==> src/design/iox_pkg.sv <==
package iox_pkg;

	// command byte indices of the eight byte registers
	localparam logic [2:0] IOX_REG_IN_LO  = 3'h0;
	localparam logic [2:0] IOX_REG_IN_HI  = 3'h1;
	localparam logic [2:0] IOX_REG_OUT_LO = 3'h2;
	localparam logic [2:0] IOX_REG_OUT_HI = 3'h3;
	localparam logic [2:0] IOX_REG_POL_LO = 3'h4;
	localparam logic [2:0] IOX_REG_POL_HI = 3'h5;
	localparam logic [2:0] IOX_REG_CFG_LO = 3'h6;
	localparam logic [2:0] IOX_REG_CFG_HI = 3'h7;

	// reset values
	localparam logic [15:0] IOX_OUT_RESET = 16'hFFFF;
	localparam logic [15:0] IOX_POL_RESET = 16'h0000;
	localparam logic [15:0] IOX_CFG_RESET = 16'hFFFF;

	// fixed upper slave address bits, value arbitrary
	localparam logic [3:0] IOX_FIXED_ADDR = 4'h2;

	// spike suppression time and its cycle count at the system clock
	localparam int IOX_CLK_MHZ  = 40;
	localparam int IOX_SPIKE_NS = 50;
	localparam int IOX_FILT_CYC = (IOX_SPIKE_NS * IOX_CLK_MHZ + 999) / 1000;

	localparam int IOX_PORT_W = 8;
	localparam int IOX_LINES  = 16;

	typedef struct packed {
		logic [15:0] out;
		logic [15:0] pol;
		logic [15:0] cfg;
	} iox_regs_t;

	typedef struct packed {
		logic scl;
		logic sda;
	} iox_serial_t;

	typedef enum {
		ST_IDLE,
		ST_ADDR,
		ST_ACK_ADDR,
		ST_CMD,
		ST_ACK_CMD,
		ST_WR,
		ST_ACK_WR,
		ST_RD,
		ST_RD_ACK
	} iox_state_t;

endpackage : iox_pkg

==> src/design/iox_expander.sv <==
// Operation
// - sixteen lines in two eight-line ports, each individually input or output
// - two 8-bit configuration registers hold direction bits written by the master
// - input register shows sampled pin levels; outputs driven from output register
// - polarity bit set inverts the value read back for that input
// - every register, not only inputs, can be read by the master
// - interrupt asserted low while any input differs from its stored state
// - reset loads register defaults and returns serial state machine to idle
// - three address-select pins set low slave address bits, eight devices per bus
// - serial clock and data inputs filtered before the bus logic sees them
// - works from zero up to 400 kHz serial clock; bus may stop indefinitely
// - glitches up to 50 ns on clock and data are not taken as edges
`timescale 1ns/1ps
module iox_expander
	import iox_pkg::*;
#(
	parameter logic [3:0] FIXED_ADDR = IOX_FIXED_ADDR,
	parameter int         FILT_CYC   = IOX_FILT_CYC
)
(
	input  wire logic        clk_i,
	input  wire logic        rst_i,
	input  wire logic        scl_i,
	input  wire logic        sda_i,
	output logic             sda_o,
	output logic             sda_oe_o,
	input  wire logic [2:0]  addr_select_i,
	input  wire logic [15:0] io_i,
	output logic [15:0]      io_o,
	output logic [15:0]      io_oe_o,
	output logic             int_n_o,
	output logic             int_n_oe_o
);

	iox_serial_t line_f;
	logic        scl_f;
	logic        sda_f;
	iox_serial_t line_q;
	iox_regs_t   regs;
	iox_state_t  state;

	logic [15:0] io_s1;
	logic [15:0] io_s;
	logic [2:0]  adr_s1;
	logic [2:0]  adr_s;
	logic [15:0] in_last;
	logic [7:0]  shift;
	logic [7:0]  txsh;
	logic [2:0]  bitcnt;
	logic [2:0]  cmd;
	logic        byte_done;
	logic        ack_ok;
	logic        drv_low;
	logic        int_act;

	logic        scl_rise;
	logic        scl_fall;
	logic        start_c;
	logic        stop_c;
	logic        wr_stb;
	logic        rd_load;
	logic        addr_hit;
	logic [15:0] in_view;
	logic [7:0]  rd_byte;

	iox_glitch_filter #(.STABLE(FILT_CYC)) u_scl_filt (
		.clk_i  (clk_i),
		.rst_i  (rst_i),
		.line_i (scl_i),
		.line_o (scl_f)
	);

	iox_glitch_filter #(.STABLE(FILT_CYC)) u_sda_filt (
		.clk_i  (clk_i),
		.rst_i  (rst_i),
		.line_i (sda_i),
		.line_o (sda_f)
	);

	assign line_f = '{scl: scl_f, sda: sda_f};

	// pin synchronisers
	always_ff @(posedge clk_i)
	begin
		if (rst_i)
		begin
			io_s1  <= '0;
			io_s   <= '0;
			adr_s1 <= '0;
			adr_s  <= '0;
		end
		else
		begin
			io_s1  <= io_i;
			io_s   <= io_s1;
			adr_s1 <= addr_select_i;
			adr_s  <= adr_s1;
		end
	end

	always_ff @(posedge clk_i)
	begin
		if (rst_i)
			line_q <= '{scl: 1'b1, sda: 1'b1};
		else
			line_q <= line_f;
	end

	// edges found by sampling, so any slow or stopped clock works
	assign scl_rise = line_f.scl & ~line_q.scl;
	assign scl_fall = ~line_f.scl & line_q.scl;
	assign start_c  = line_f.scl & line_q.scl & line_q.sda & ~line_f.sda;
	assign stop_c   = line_f.scl & line_q.scl & ~line_q.sda & line_f.sda;

	// address compare with the select pins
	assign addr_hit = (shift[7:1] == {FIXED_ADDR, adr_s});

	// polarity inversion on the read value
	assign in_view = io_s ^ regs.pol;
	assign rd_byte = reg_byte(cmd, in_view, regs);

	assign wr_stb  = (state == ST_WR) & scl_fall & byte_done;
	assign rd_load = scl_fall & ((state == ST_ACK_ADDR & shift[0]) | (state == ST_RD_ACK & ack_ok));

	function automatic logic [7:0] reg_byte(input logic [2:0] idx, input logic [15:0] inv, input iox_regs_t r);
		logic [7:0] b;
		b = 8'h00;
		case (idx)
			IOX_REG_IN_LO:  b = inv[7:0];
			IOX_REG_IN_HI:  b = inv[15:8];
			IOX_REG_OUT_LO: b = r.out[7:0];
			IOX_REG_OUT_HI: b = r.out[15:8];
			IOX_REG_POL_LO: b = r.pol[7:0];
			IOX_REG_POL_HI: b = r.pol[15:8];
			IOX_REG_CFG_LO: b = r.cfg[7:0];
			IOX_REG_CFG_HI: b = r.cfg[15:8];
			default:        b = 8'h00;
		endcase
		return b;
	endfunction : reg_byte

	// serial bus state machine
	always_ff @(posedge clk_i)
	begin
		if (rst_i)
		begin
			state     <= ST_IDLE;
			shift     <= '0;
			txsh      <= '0;
			bitcnt    <= '0;
			byte_done <= 1'b0;
			ack_ok    <= 1'b0;
			drv_low   <= 1'b0;
			cmd       <= '0;
		end
		else if (start_c)
		begin
			state     <= ST_ADDR;
			bitcnt    <= '0;
			byte_done <= 1'b0;
			drv_low   <= 1'b0;
		end
		else if (stop_c)
		begin
			state   <= ST_IDLE;
			drv_low <= 1'b0;
		end
		else
		begin
			case (state)
				ST_IDLE:
					drv_low <= 1'b0;
				ST_ADDR, ST_CMD, ST_WR:
				begin
					if (scl_rise)
					begin
						shift     <= {shift[6:0], line_f.sda};
						bitcnt    <= bitcnt + 3'h1;
						byte_done <= (bitcnt == 3'h7);
					end
					else if (scl_fall & byte_done)
					begin
						byte_done <= 1'b0;
						if (state == ST_ADDR)
						begin
							state   <= addr_hit ? ST_ACK_ADDR : ST_IDLE;
							drv_low <= addr_hit;
						end
						else if (state == ST_CMD)
						begin
							cmd     <= shift[2:0];
							state   <= ST_ACK_CMD;
							drv_low <= 1'b1;
						end
						else
						begin
							cmd     <= {cmd[2:1], ~cmd[0]};
							state   <= ST_ACK_WR;
							drv_low <= 1'b1;
						end
					end
				end
				ST_ACK_ADDR:
				begin
					if (scl_fall)
					begin
						bitcnt <= '0;
						if (shift[0])
						begin
							txsh    <= rd_byte;
							drv_low <= ~rd_byte[7];
							cmd     <= {cmd[2:1], ~cmd[0]};
							state   <= ST_RD;
						end
						else
						begin
							drv_low <= 1'b0;
							state   <= ST_CMD;
						end
					end
				end
				ST_ACK_CMD, ST_ACK_WR:
				begin
					if (scl_fall)
					begin
						drv_low <= 1'b0;
						bitcnt  <= '0;
						state   <= ST_WR;
					end
				end
				ST_RD:
				begin
					if (scl_rise)
					begin
						bitcnt    <= bitcnt + 3'h1;
						byte_done <= (bitcnt == 3'h7);
					end
					else if (scl_fall)
					begin
						if (byte_done)
						begin
							byte_done <= 1'b0;
							drv_low   <= 1'b0;
							state     <= ST_RD_ACK;
						end
						else
						begin
							txsh    <= {txsh[6:0], 1'b0};
							drv_low <= ~txsh[6];
						end
					end
				end
				ST_RD_ACK:
				begin
					if (scl_rise)
					begin
						ack_ok <= ~line_f.sda;
						if (line_f.sda)
							state <= ST_IDLE;
					end
					else if (scl_fall & ack_ok)
					begin
						txsh    <= rd_byte;
						drv_low <= ~rd_byte[7];
						cmd     <= {cmd[2:1], ~cmd[0]};
						bitcnt  <= '0;
						ack_ok  <= 1'b0;
						state   <= ST_RD;
					end
				end
				default:
					state <= ST_IDLE;
			endcase
		end
	end

	// register writes
	always_ff @(posedge clk_i)
	begin
		if (rst_i)
		begin
			regs.out <= IOX_OUT_RESET;
			regs.pol <= IOX_POL_RESET;
			regs.cfg <= IOX_CFG_RESET;
		end
		else if (wr_stb)
		begin
			case (cmd)
				IOX_REG_OUT_LO: regs.out[7:0]  <= shift;
				IOX_REG_OUT_HI: regs.out[15:8] <= shift;
				IOX_REG_POL_LO: regs.pol[7:0]  <= shift;
				IOX_REG_POL_HI: regs.pol[15:8] <= shift;
				IOX_REG_CFG_LO: regs.cfg[7:0]  <= shift;
				IOX_REG_CFG_HI: regs.cfg[15:8] <= shift;
				default:        regs.cfg       <= regs.cfg;
			endcase
		end
	end

	// input state stored at each read of an input register
	always_ff @(posedge clk_i)
	begin
		if (rst_i)
			in_last <= io_s;
		else if (rd_load & (cmd == IOX_REG_IN_LO))
			in_last[7:0] <= io_s[7:0];
		else if (rd_load & (cmd == IOX_REG_IN_HI))
			in_last[15:8] <= io_s[15:8];
	end

	always_ff @(posedge clk_i)
	begin
		if (rst_i)
			int_act <= 1'b0;
		else
			int_act <= |(regs.cfg & (io_s ^ in_last));
	end

	assign io_o       = regs.out;
	// per-line direction, config bit set means input
	assign io_oe_o    = ~regs.cfg;
	assign int_n_o    = 1'b0;
	assign int_n_oe_o = int_act;
	assign sda_o      = 1'b0;
	assign sda_oe_o   = drv_low;

endmodule : iox_expander

==> src/design/iox_glitch_filter.sv <==
`timescale 1ns/1ps
module iox_glitch_filter
	import iox_pkg::*;
#(
	parameter int STABLE = IOX_FILT_CYC
)
(
	input  wire logic clk_i,
	input  wire logic rst_i,
	input  wire logic line_i,
	output logic      line_o
);
	localparam int CW = $clog2(STABLE + 1) + 1;

	logic          sync1;
	logic          sync2;
	logic [CW-1:0] cnt;

	always_ff @(posedge clk_i)
	begin
		if (rst_i)
		begin
			sync1 <= 1'b1;
			sync2 <= 1'b1;
		end
		else
		begin
			sync1 <= line_i;
			sync2 <= sync1;
		end
	end

	// a level must stand longer than the spike time before it passes
	always_ff @(posedge clk_i)
	begin
		if (rst_i)
		begin
			cnt    <= '0;
			line_o <= 1'b1;
		end
		else if (sync2 == line_o)
			cnt <= '0;
		else if (cnt == CW'(STABLE))
		begin
			line_o <= sync2;
			cnt    <= '0;
		end
		else
			cnt <= cnt + CW'(1);
	end

endmodule : iox_glitch_filter

==> config.mk <==
export PLATFORM = sky130hd
export DESIGN_NAME = iox_expander
export DESIGN_NICKNAME = d
export VERILOG_FILES = /design/src/design/iox_pkg.sv /design/src/design/iox_expander.sv /design/src/design/iox_glitch_filter.sv
export SDC_FILE = /design/constraint.sdc
export NUM_CORES = 1
export LEC_CHECK = 0
export BUFFER_PORTS_ARGS = -buffer_cell sky130_fd_sc_hd__buf_4
export CORE_MARGIN = 8
export CORE_UTILIZATION = 45
export DETAILED_ROUTE_END_ITERATION = 8
export HOLD_SLACK_MARGIN = 0.03
export PLACE_DENSITY = 0.67
export SLEW_MARGIN = 15
export SYNTH_ARGS = -nofsm -noshare
export SYNTH_HDL_FRONTEND = slang
export SYNTH_SLANG_ARGS = --single-unit
==> constraint.sdc <==
create_clock -name clk_i -period 3.5 [get_ports clk_i]
set_input_delay 1.05 -clock clk_i [delete_from_list [all_inputs] [get_ports clk_i]]
set_output_delay 1.05 -clock clk_i [all_outputs]
set_load 0.03 [all_outputs]
== After elaboration in Yosys (flattened, before gate mapping) ==
Index checks and enable logic that the tools add are counted.

* Magnitude comparators: 0
* Add/sub/neg operators: 3
* Shift-type cells: 0
* Eq/ne operators: 55
* Reduce and logical (&&, ||, !) cells: 38
* Divide/modulo/power cells: 0
* Multiply operators: 0
* Bitwise operators: 37
* Muxes and demuxes: 62

{| class="wikitable"
|+ Operator list
! cell !! count
|-
| 32-bit 2-to-1 mux || 10
|-
| 32-bit by 3-bit == test with 1-bit output, second input constant || 6
|-
| 32-bit case mux with 6 select lines || 1
|-
| 32-bit by 2-bit == test with 1-bit output, second input constant || 3
|-
| 32-bit by 4-bit == test with 1-bit output, second input constant || 2
|-
| 8-bit case mux with 8 select lines || 1
|-
| 7-bit 2-to-1 mux || 7
|-
| 10-bit AND reduction || 4
|-
| 32-bit by 1-bit == test with 1-bit output, second input constant || 1
|-
| 32-bit by 5-bit == test with 1-bit output, second input constant || 1
|-
| 32-bit zero test || 1
|-
| 16-bit XOR || 2
|-
| 3-bit 2-to-1 mux || 10
|-
| 4-bit inequality test, second input constant || 7
|-
| 2-bit inequality test, second input constant || 13
|-
| 8-bit 2-to-1 mux || 3
|-
| 1-bit 2-to-1 mux || 22
|-
| 7-bit case mux with 3 select lines || 1
|-
| 3-bit case mux with 3 select lines || 2
|-
| 2-bit AND reduction || 9
|-
| 9-bit AND reduction || 2
|-
| 1-bit bitwise AND || 16
|-
| 16-bit bitwise AND || 1
|-
| 16-bit 2-to-1 mux || 1
|-
| 27 further kinds || 69
|}

* Memories: 0
* Word-level logic and storage cells: 228
* Output and inout bits: 36
* ROM bits: 0
* Latch bits: 0
* Bits in registers: 173
* Bits in writable memories: 0

== Depth between registers and ports, before layout ==
* Depth after elaboration: 8
* Gate-level depth with buffers: 9

== Cells and area by module ==
Synthesis repeated with hierarchy kept, for this count alone.

* Cells, all modules: 709
* Area total of the unflattened synthesis: 6756.5 µm²

{| class="wikitable"
|+ By module, submodules not included
! module !! cells each !! instances !! area an instance (µm²)
|-
| iox_expander || 665 || 1 || 6271.0
|-
| iox_glitch_filter || 22 || 2 || 242.7
|}

== Least setup slack after synthesis ==
No wires, ideal clock.

* Path type: reg2reg
* Start: register shift[0]
* End: register in_last[10], enable pin
* Arrival time: 1746 ps
* Stages on the path, launching flop included: 6
* Library setup time: 387 ps
* Data required time: 3113 ps
* Slack: 1367 ps
* Path through: dfxtp_1 -> clkbuf_1 -> nand3b_1 -> a21boi_0 -> nand2_1 -> o31ai_1

* Word-level cells in the longest chain between the ends: 6
* Elaborated cells between the ends (all ways): 8

{| class="wikitable"
|+ RTL lines
! element !! RTL line !! RTL
|-
| start: declaration || iox_expander.sv:47 || <nowiki>logic [7:0] shift;</nowiki>
|-
| start signal: assignment || iox_expander.sv:177 || <nowiki>shift <= {shift[6:0], line_f.sda};</nowiki>
|-
| 1-bit bitwise AND (*) || iox_expander.sv:123 || <nowiki>assign rd_load = scl_fall & ((state == ST_ACK_ADDR & shift[0]) | (state == ST_RD_ACK & ack_ok));</nowiki>
|-
| 1-bit OR (*) || iox_expander.sv:123 ||
|-
| 1-bit bitwise AND (*) || iox_expander.sv:123 ||
|-
| 1-bit bitwise AND, on equally long branches || iox_expander.sv:305, iox_expander.sv:307 ||
|-
| 2-bit inequality test (no source line) / 2-bit nonzero test (equally long branches) || n/a ||
|-
| 2-bit AND reduction (no source line) (*) || n/a ||
|-
| end signal: assignment || iox_expander.sv:304 || <nowiki>in_last <= io_s;</nowiki>
|-
| end signal: assignment || iox_expander.sv:308 || <nowiki>in_last[15:8] <= io_s[15:8];</nowiki>
|-
| end: declaration || iox_expander.sv:46 || <nowiki>logic [15:0] in_last;</nowiki>
|}

Every way passes the cells marked *; elsewhere a longest branch is shown, timed or not.
A chain may end at the register's enable or synchronous reset.

== Worst setup path after layout ==
* Start: register u_scl_filt.line_o
* End: register regs, in the netlist io_o[1]

* Word-level cells in the longest chain between the ends: 5

{| class="wikitable"
|+ RTL lines
! element !! RTL line !! RTL
|-
| start: declaration || iox_glitch_filter.sv:11 || <nowiki>output logic line_o</nowiki>
|-
| start signal: assignment || iox_glitch_filter.sv:45 || <nowiki>line_o <= sync2;</nowiki>
|-
| 1-bit NOT || iox_expander.sv:111 || <nowiki>assign scl_fall = ~line_f.scl & line_q.scl;</nowiki>
|-
| 1-bit bitwise AND || iox_expander.sv:111 ||
|-
| 1-bit bitwise AND (2 in series) || iox_expander.sv:122 || <nowiki>assign wr_stb = (state == ST_WR) & scl_fall & byte_done;</nowiki>
|-
| 2-bit AND reduction (no source line) || n/a ||
|-
| end: declaration || iox_expander.sv:39 || <nowiki>iox_regs_t regs;</nowiki>
|}

No other way between the ends.

==> metrics.md <==
| Metric | Value |
|---|---|
| Status | completed |
| Synth top area cells | dfxtp_1 (39%), edfxtp_1 (7.2%), nor2b_1 (5.5%) |
| Final min period | 2454 ps |
| Power Total | 3.612 mW |
| Relative slew slack | 51.35% |
| Critical path class | flop to flop |
| Primary FF master, synth | dfxtp_1 |
| Post-synthesis instance total | 716 |
| GP Congestion | 0.9536 |
| Placed cell area | 7014 sq um |
| Min Hold Slack | 409.4 ps |
| Skew-Pair Late Insertion Delay | 430 ps |
| Maximum vdd drop | 0.4398 mV |
| Mapped Area | 6635 sq um |
| Die Ht | 137.4 um |
| Num CTS Buffers | 17 |
| Number of global-route vias before repair | 5,080 |
| H-tree depth | 4 |
| Worst setup SP type | flop |
| Synth area leader | dfxtp_1 |
| Final hold violations | 0 |
| Post-synth cell types | 72 |
| Seq pwr share | 47.9% |
| I/O Buffers | 56 |
| Post-CTS Setup Repair Bufs | 0 |
| CP Capture Type | flop |
| Worst slew pin tran | 719.6 ps |
| Core footprint | 14,480 sq um |
| Clock-pin slew on the worst setup and hold paths | 70 ps |
| Setup_tns | 0 ps |
| Share of layout cells above drive strength 1 | 16.00% |
| Switching Fraction | 24.27% |
| First-pass GRT wire length | 26.85 mm |
| Comb power frac | 3.3% |
| Register area share after synthesis | 46.16% |
| FF-to-FF setup slack | 1050 ps |
| Largest net degree at the start of global routing | 47 |
| Initial antenna violation count | 0 |
| Worst Path Max Fanout | 11 |
| Power Internal | 2.736 mW |
| Setup violations, final | 0 |
| Initial Util | 45.83% |
| Pleak | 3.014 nW |
| Final instance area | 7592 sq um |
| Data arrival time of the worst path | 2820 ps |
| DRT antenna net count | 0 |
| Die W | 137.4 um |
| Clock power share | 48.8% |
| Total I/O pin count | 59 |
| Clock buffer depth | 2 |
| Layout overhead on the synthesized area | 14.43% |
| CTS Root Cell | clkbuf_16 |
| Fmax | 407.4 MHz |
| Ys Warns | 0 |
| CTS tree | yes |
| Routed wire length | 16.76 mm |
| Die area | 18,890 sq um |
| GRT Overall Usage | 18.33% |
| Routed length per placed instance | 17.94 um |
| Yosys reg bits | 145 |
| Worst clock skew | 8.445 ps |
| DRC violations left | 0 |
| Switching power of the nets | 0.8769 mW |
| # fillers | 1,306 |
| Rows | 44 |
| WP data required | 3870 ps |
| Vias per cell | 5.621 |
| Share of the synthesized area in the top cell type | 38.92% |
| PostCTS Resize Cnt | 0 |
| Mean Syn Cell Area | 9.267 sq um |
| Hold WC Path Type | flop to flop |
| Max Cap Violations | 0 |
| DP HPWL | 12.05 mm |
| Via Count | 5,250 |
| Nets | 769 |
| Drt pass-1 iters | 5 |
| Drt initial violations | 659 |
| # diodes | 0 |
| Total grt overflow | 0 |
| Post-synth EDFFs | 16 |
| FFs w/ async S/R, synth | 0% |
| Sink Count | 145 |
| P per Cell Area | 475.8 nW/um^2 |
| Final period util | 70.13% |
| Slew Viols, Final | 0 |
| Unrepaired setup endpoints after global routing | false |
| Post-CTS Hold Fix Bufs | 0 |
==> cells in the mapped netlist (4+ instances only) <==
library cell  instances
buf_4                21
a22oi_1               6
or3_1                 5
buf_2                11
mux2i_1              36
or2_2                 6
nand2_1              74
xor2_1                4
a21oi_1              19
nand3b_1              5
dfxtp_1             129
nor4_1                4
a31oi_1               5
nor2_1               55
xnor2_1              28
inv_1                29
a211o_1               4
nor4b_1               4
ha_1                  9
o211ai_1             16
o21ai_0              32
and2_1                5
edfxtp_1             16
nand3_1              18
nor2b_1              58
nor3_1               11
o22ai_1              13
clkbuf_1             28
==> flip-flops by register name, summed over array words and instances, names as in the netlist, 3 cells and up <==
signal and count:
state 4, adr_s 3, regs 32, io_s1 16, u_scl_filt.cnt 3, shift 8, cmd 3, io_s 16
io_o 16, bitcnt 3, txsh 7, in_last 16, adr_s1 3, u_sda_filt.cnt 3
==> power by group through the flow <==
stage,registers (mW),logic (mW),clock network (mW)
global route,1.73,0.130,1.86
global placement,1.77,0.117,0
detailed placement,1.77,0.118,0
finish,1.73,0.118,1.76
floorplan,1.76,0.0769,0
CTS,1.73,0.119,1.78
==> area by class of cell <==
| class | count | area, sq um | area share [%] |
|---|---|---|---|
| multi-input combinational | 477 | 3104 | 40.89 |
| sequential | 145 | 3063 | 40.34 |
| tap | 184 | 230.2 | 3.032 |
| timing repair buffer | 65 | 500.5 | 6.592 |
| inverter | 31 | 116.4 | 1.533 |
| clock buffer | 18 | 439.2 | 5.784 |
| clock inverter | 14 | 138.9 | 1.829 |
==> layer usage <==
metal / track usage, % / up-vias / routed length (um)
li1: - / 2491 / -
met4: 7.182 / 0 / 397
met3: 5.908 / 42 / 1544
met1: 23.46 / 2470 / 7222
met5: 0 / - / 0
met2: 28.06 / 247 / 7592
==> metrics by stage <==
step                cells  utilization, %  worst slack, ps
finish                934           52.44             1046
global route          934           52.44            869.7
CTS                   934           52.44             1071
detailed placement    902           48.44             1088
global placement      902           48.44             1167
floorplan             717               -             1367
==> path summary, 6_finish.rpt <==
check / startpoint / to / cells after the start
max: u_scl_filt.line_o$_SDFFE_PP1P_ / io_o[1]$_SDFFE_PP1P_ / 7
min: u_sda_filt.sync1$_SDFF_PP1_ / u_sda_filt.sync2$_SDFF_PP1_ / 1
max reg2reg: u_scl_filt.line_o$_SDFFE_PP1P_ / io_o[1]$_SDFFE_PP1P_ / 7
min reg2reg: u_sda_filt.sync1$_SDFF_PP1_ / u_sda_filt.sync2$_SDFF_PP1_ / 1
==> critical path, cell delays in order (launching register included) <==
cell and delay [ps]:
dfxtp_1 350, inv_1 110, ha_1 380, and2_1 260, nand4_1 350, nor3_1 700
nand2_1 140, nand3_1 100
==> cells by family (layout without fill, tap and decap cells) <==
kind of cell,count (synthesis),after routing,share of synthesized area (%)
compound gates,131,131,13.80
xor+xnor,32,32,4.224
fa+ha+maj,9,9,1.697
buf+inv,95,128,7.109
flops,145,145,46.16
mux,41,41,6.619
other cells,1,2,0.05652
simple gates,262,262,20.33
==> cells in the final DEF (no fill, tap or decap), types with 13 or more instances in the layout <==
cell       synthesis  final
edfxtp_1          16     16
nand3_1           18     18
buf_4             21     64
xnor2_1           28     28
o21ai_0           32     32
nor2_1            55     55
nor2b_1           58     58
nand2_1           74     74
inv_1             29     29
clkbuf_16          0     17
mux2i_1           36     36
a21oi_1           19     19
o22ai_1           13     13
o211ai_1          16     16
dfxtp_1          129    129
Note: power is estimated with default switching activity, not from simulation.
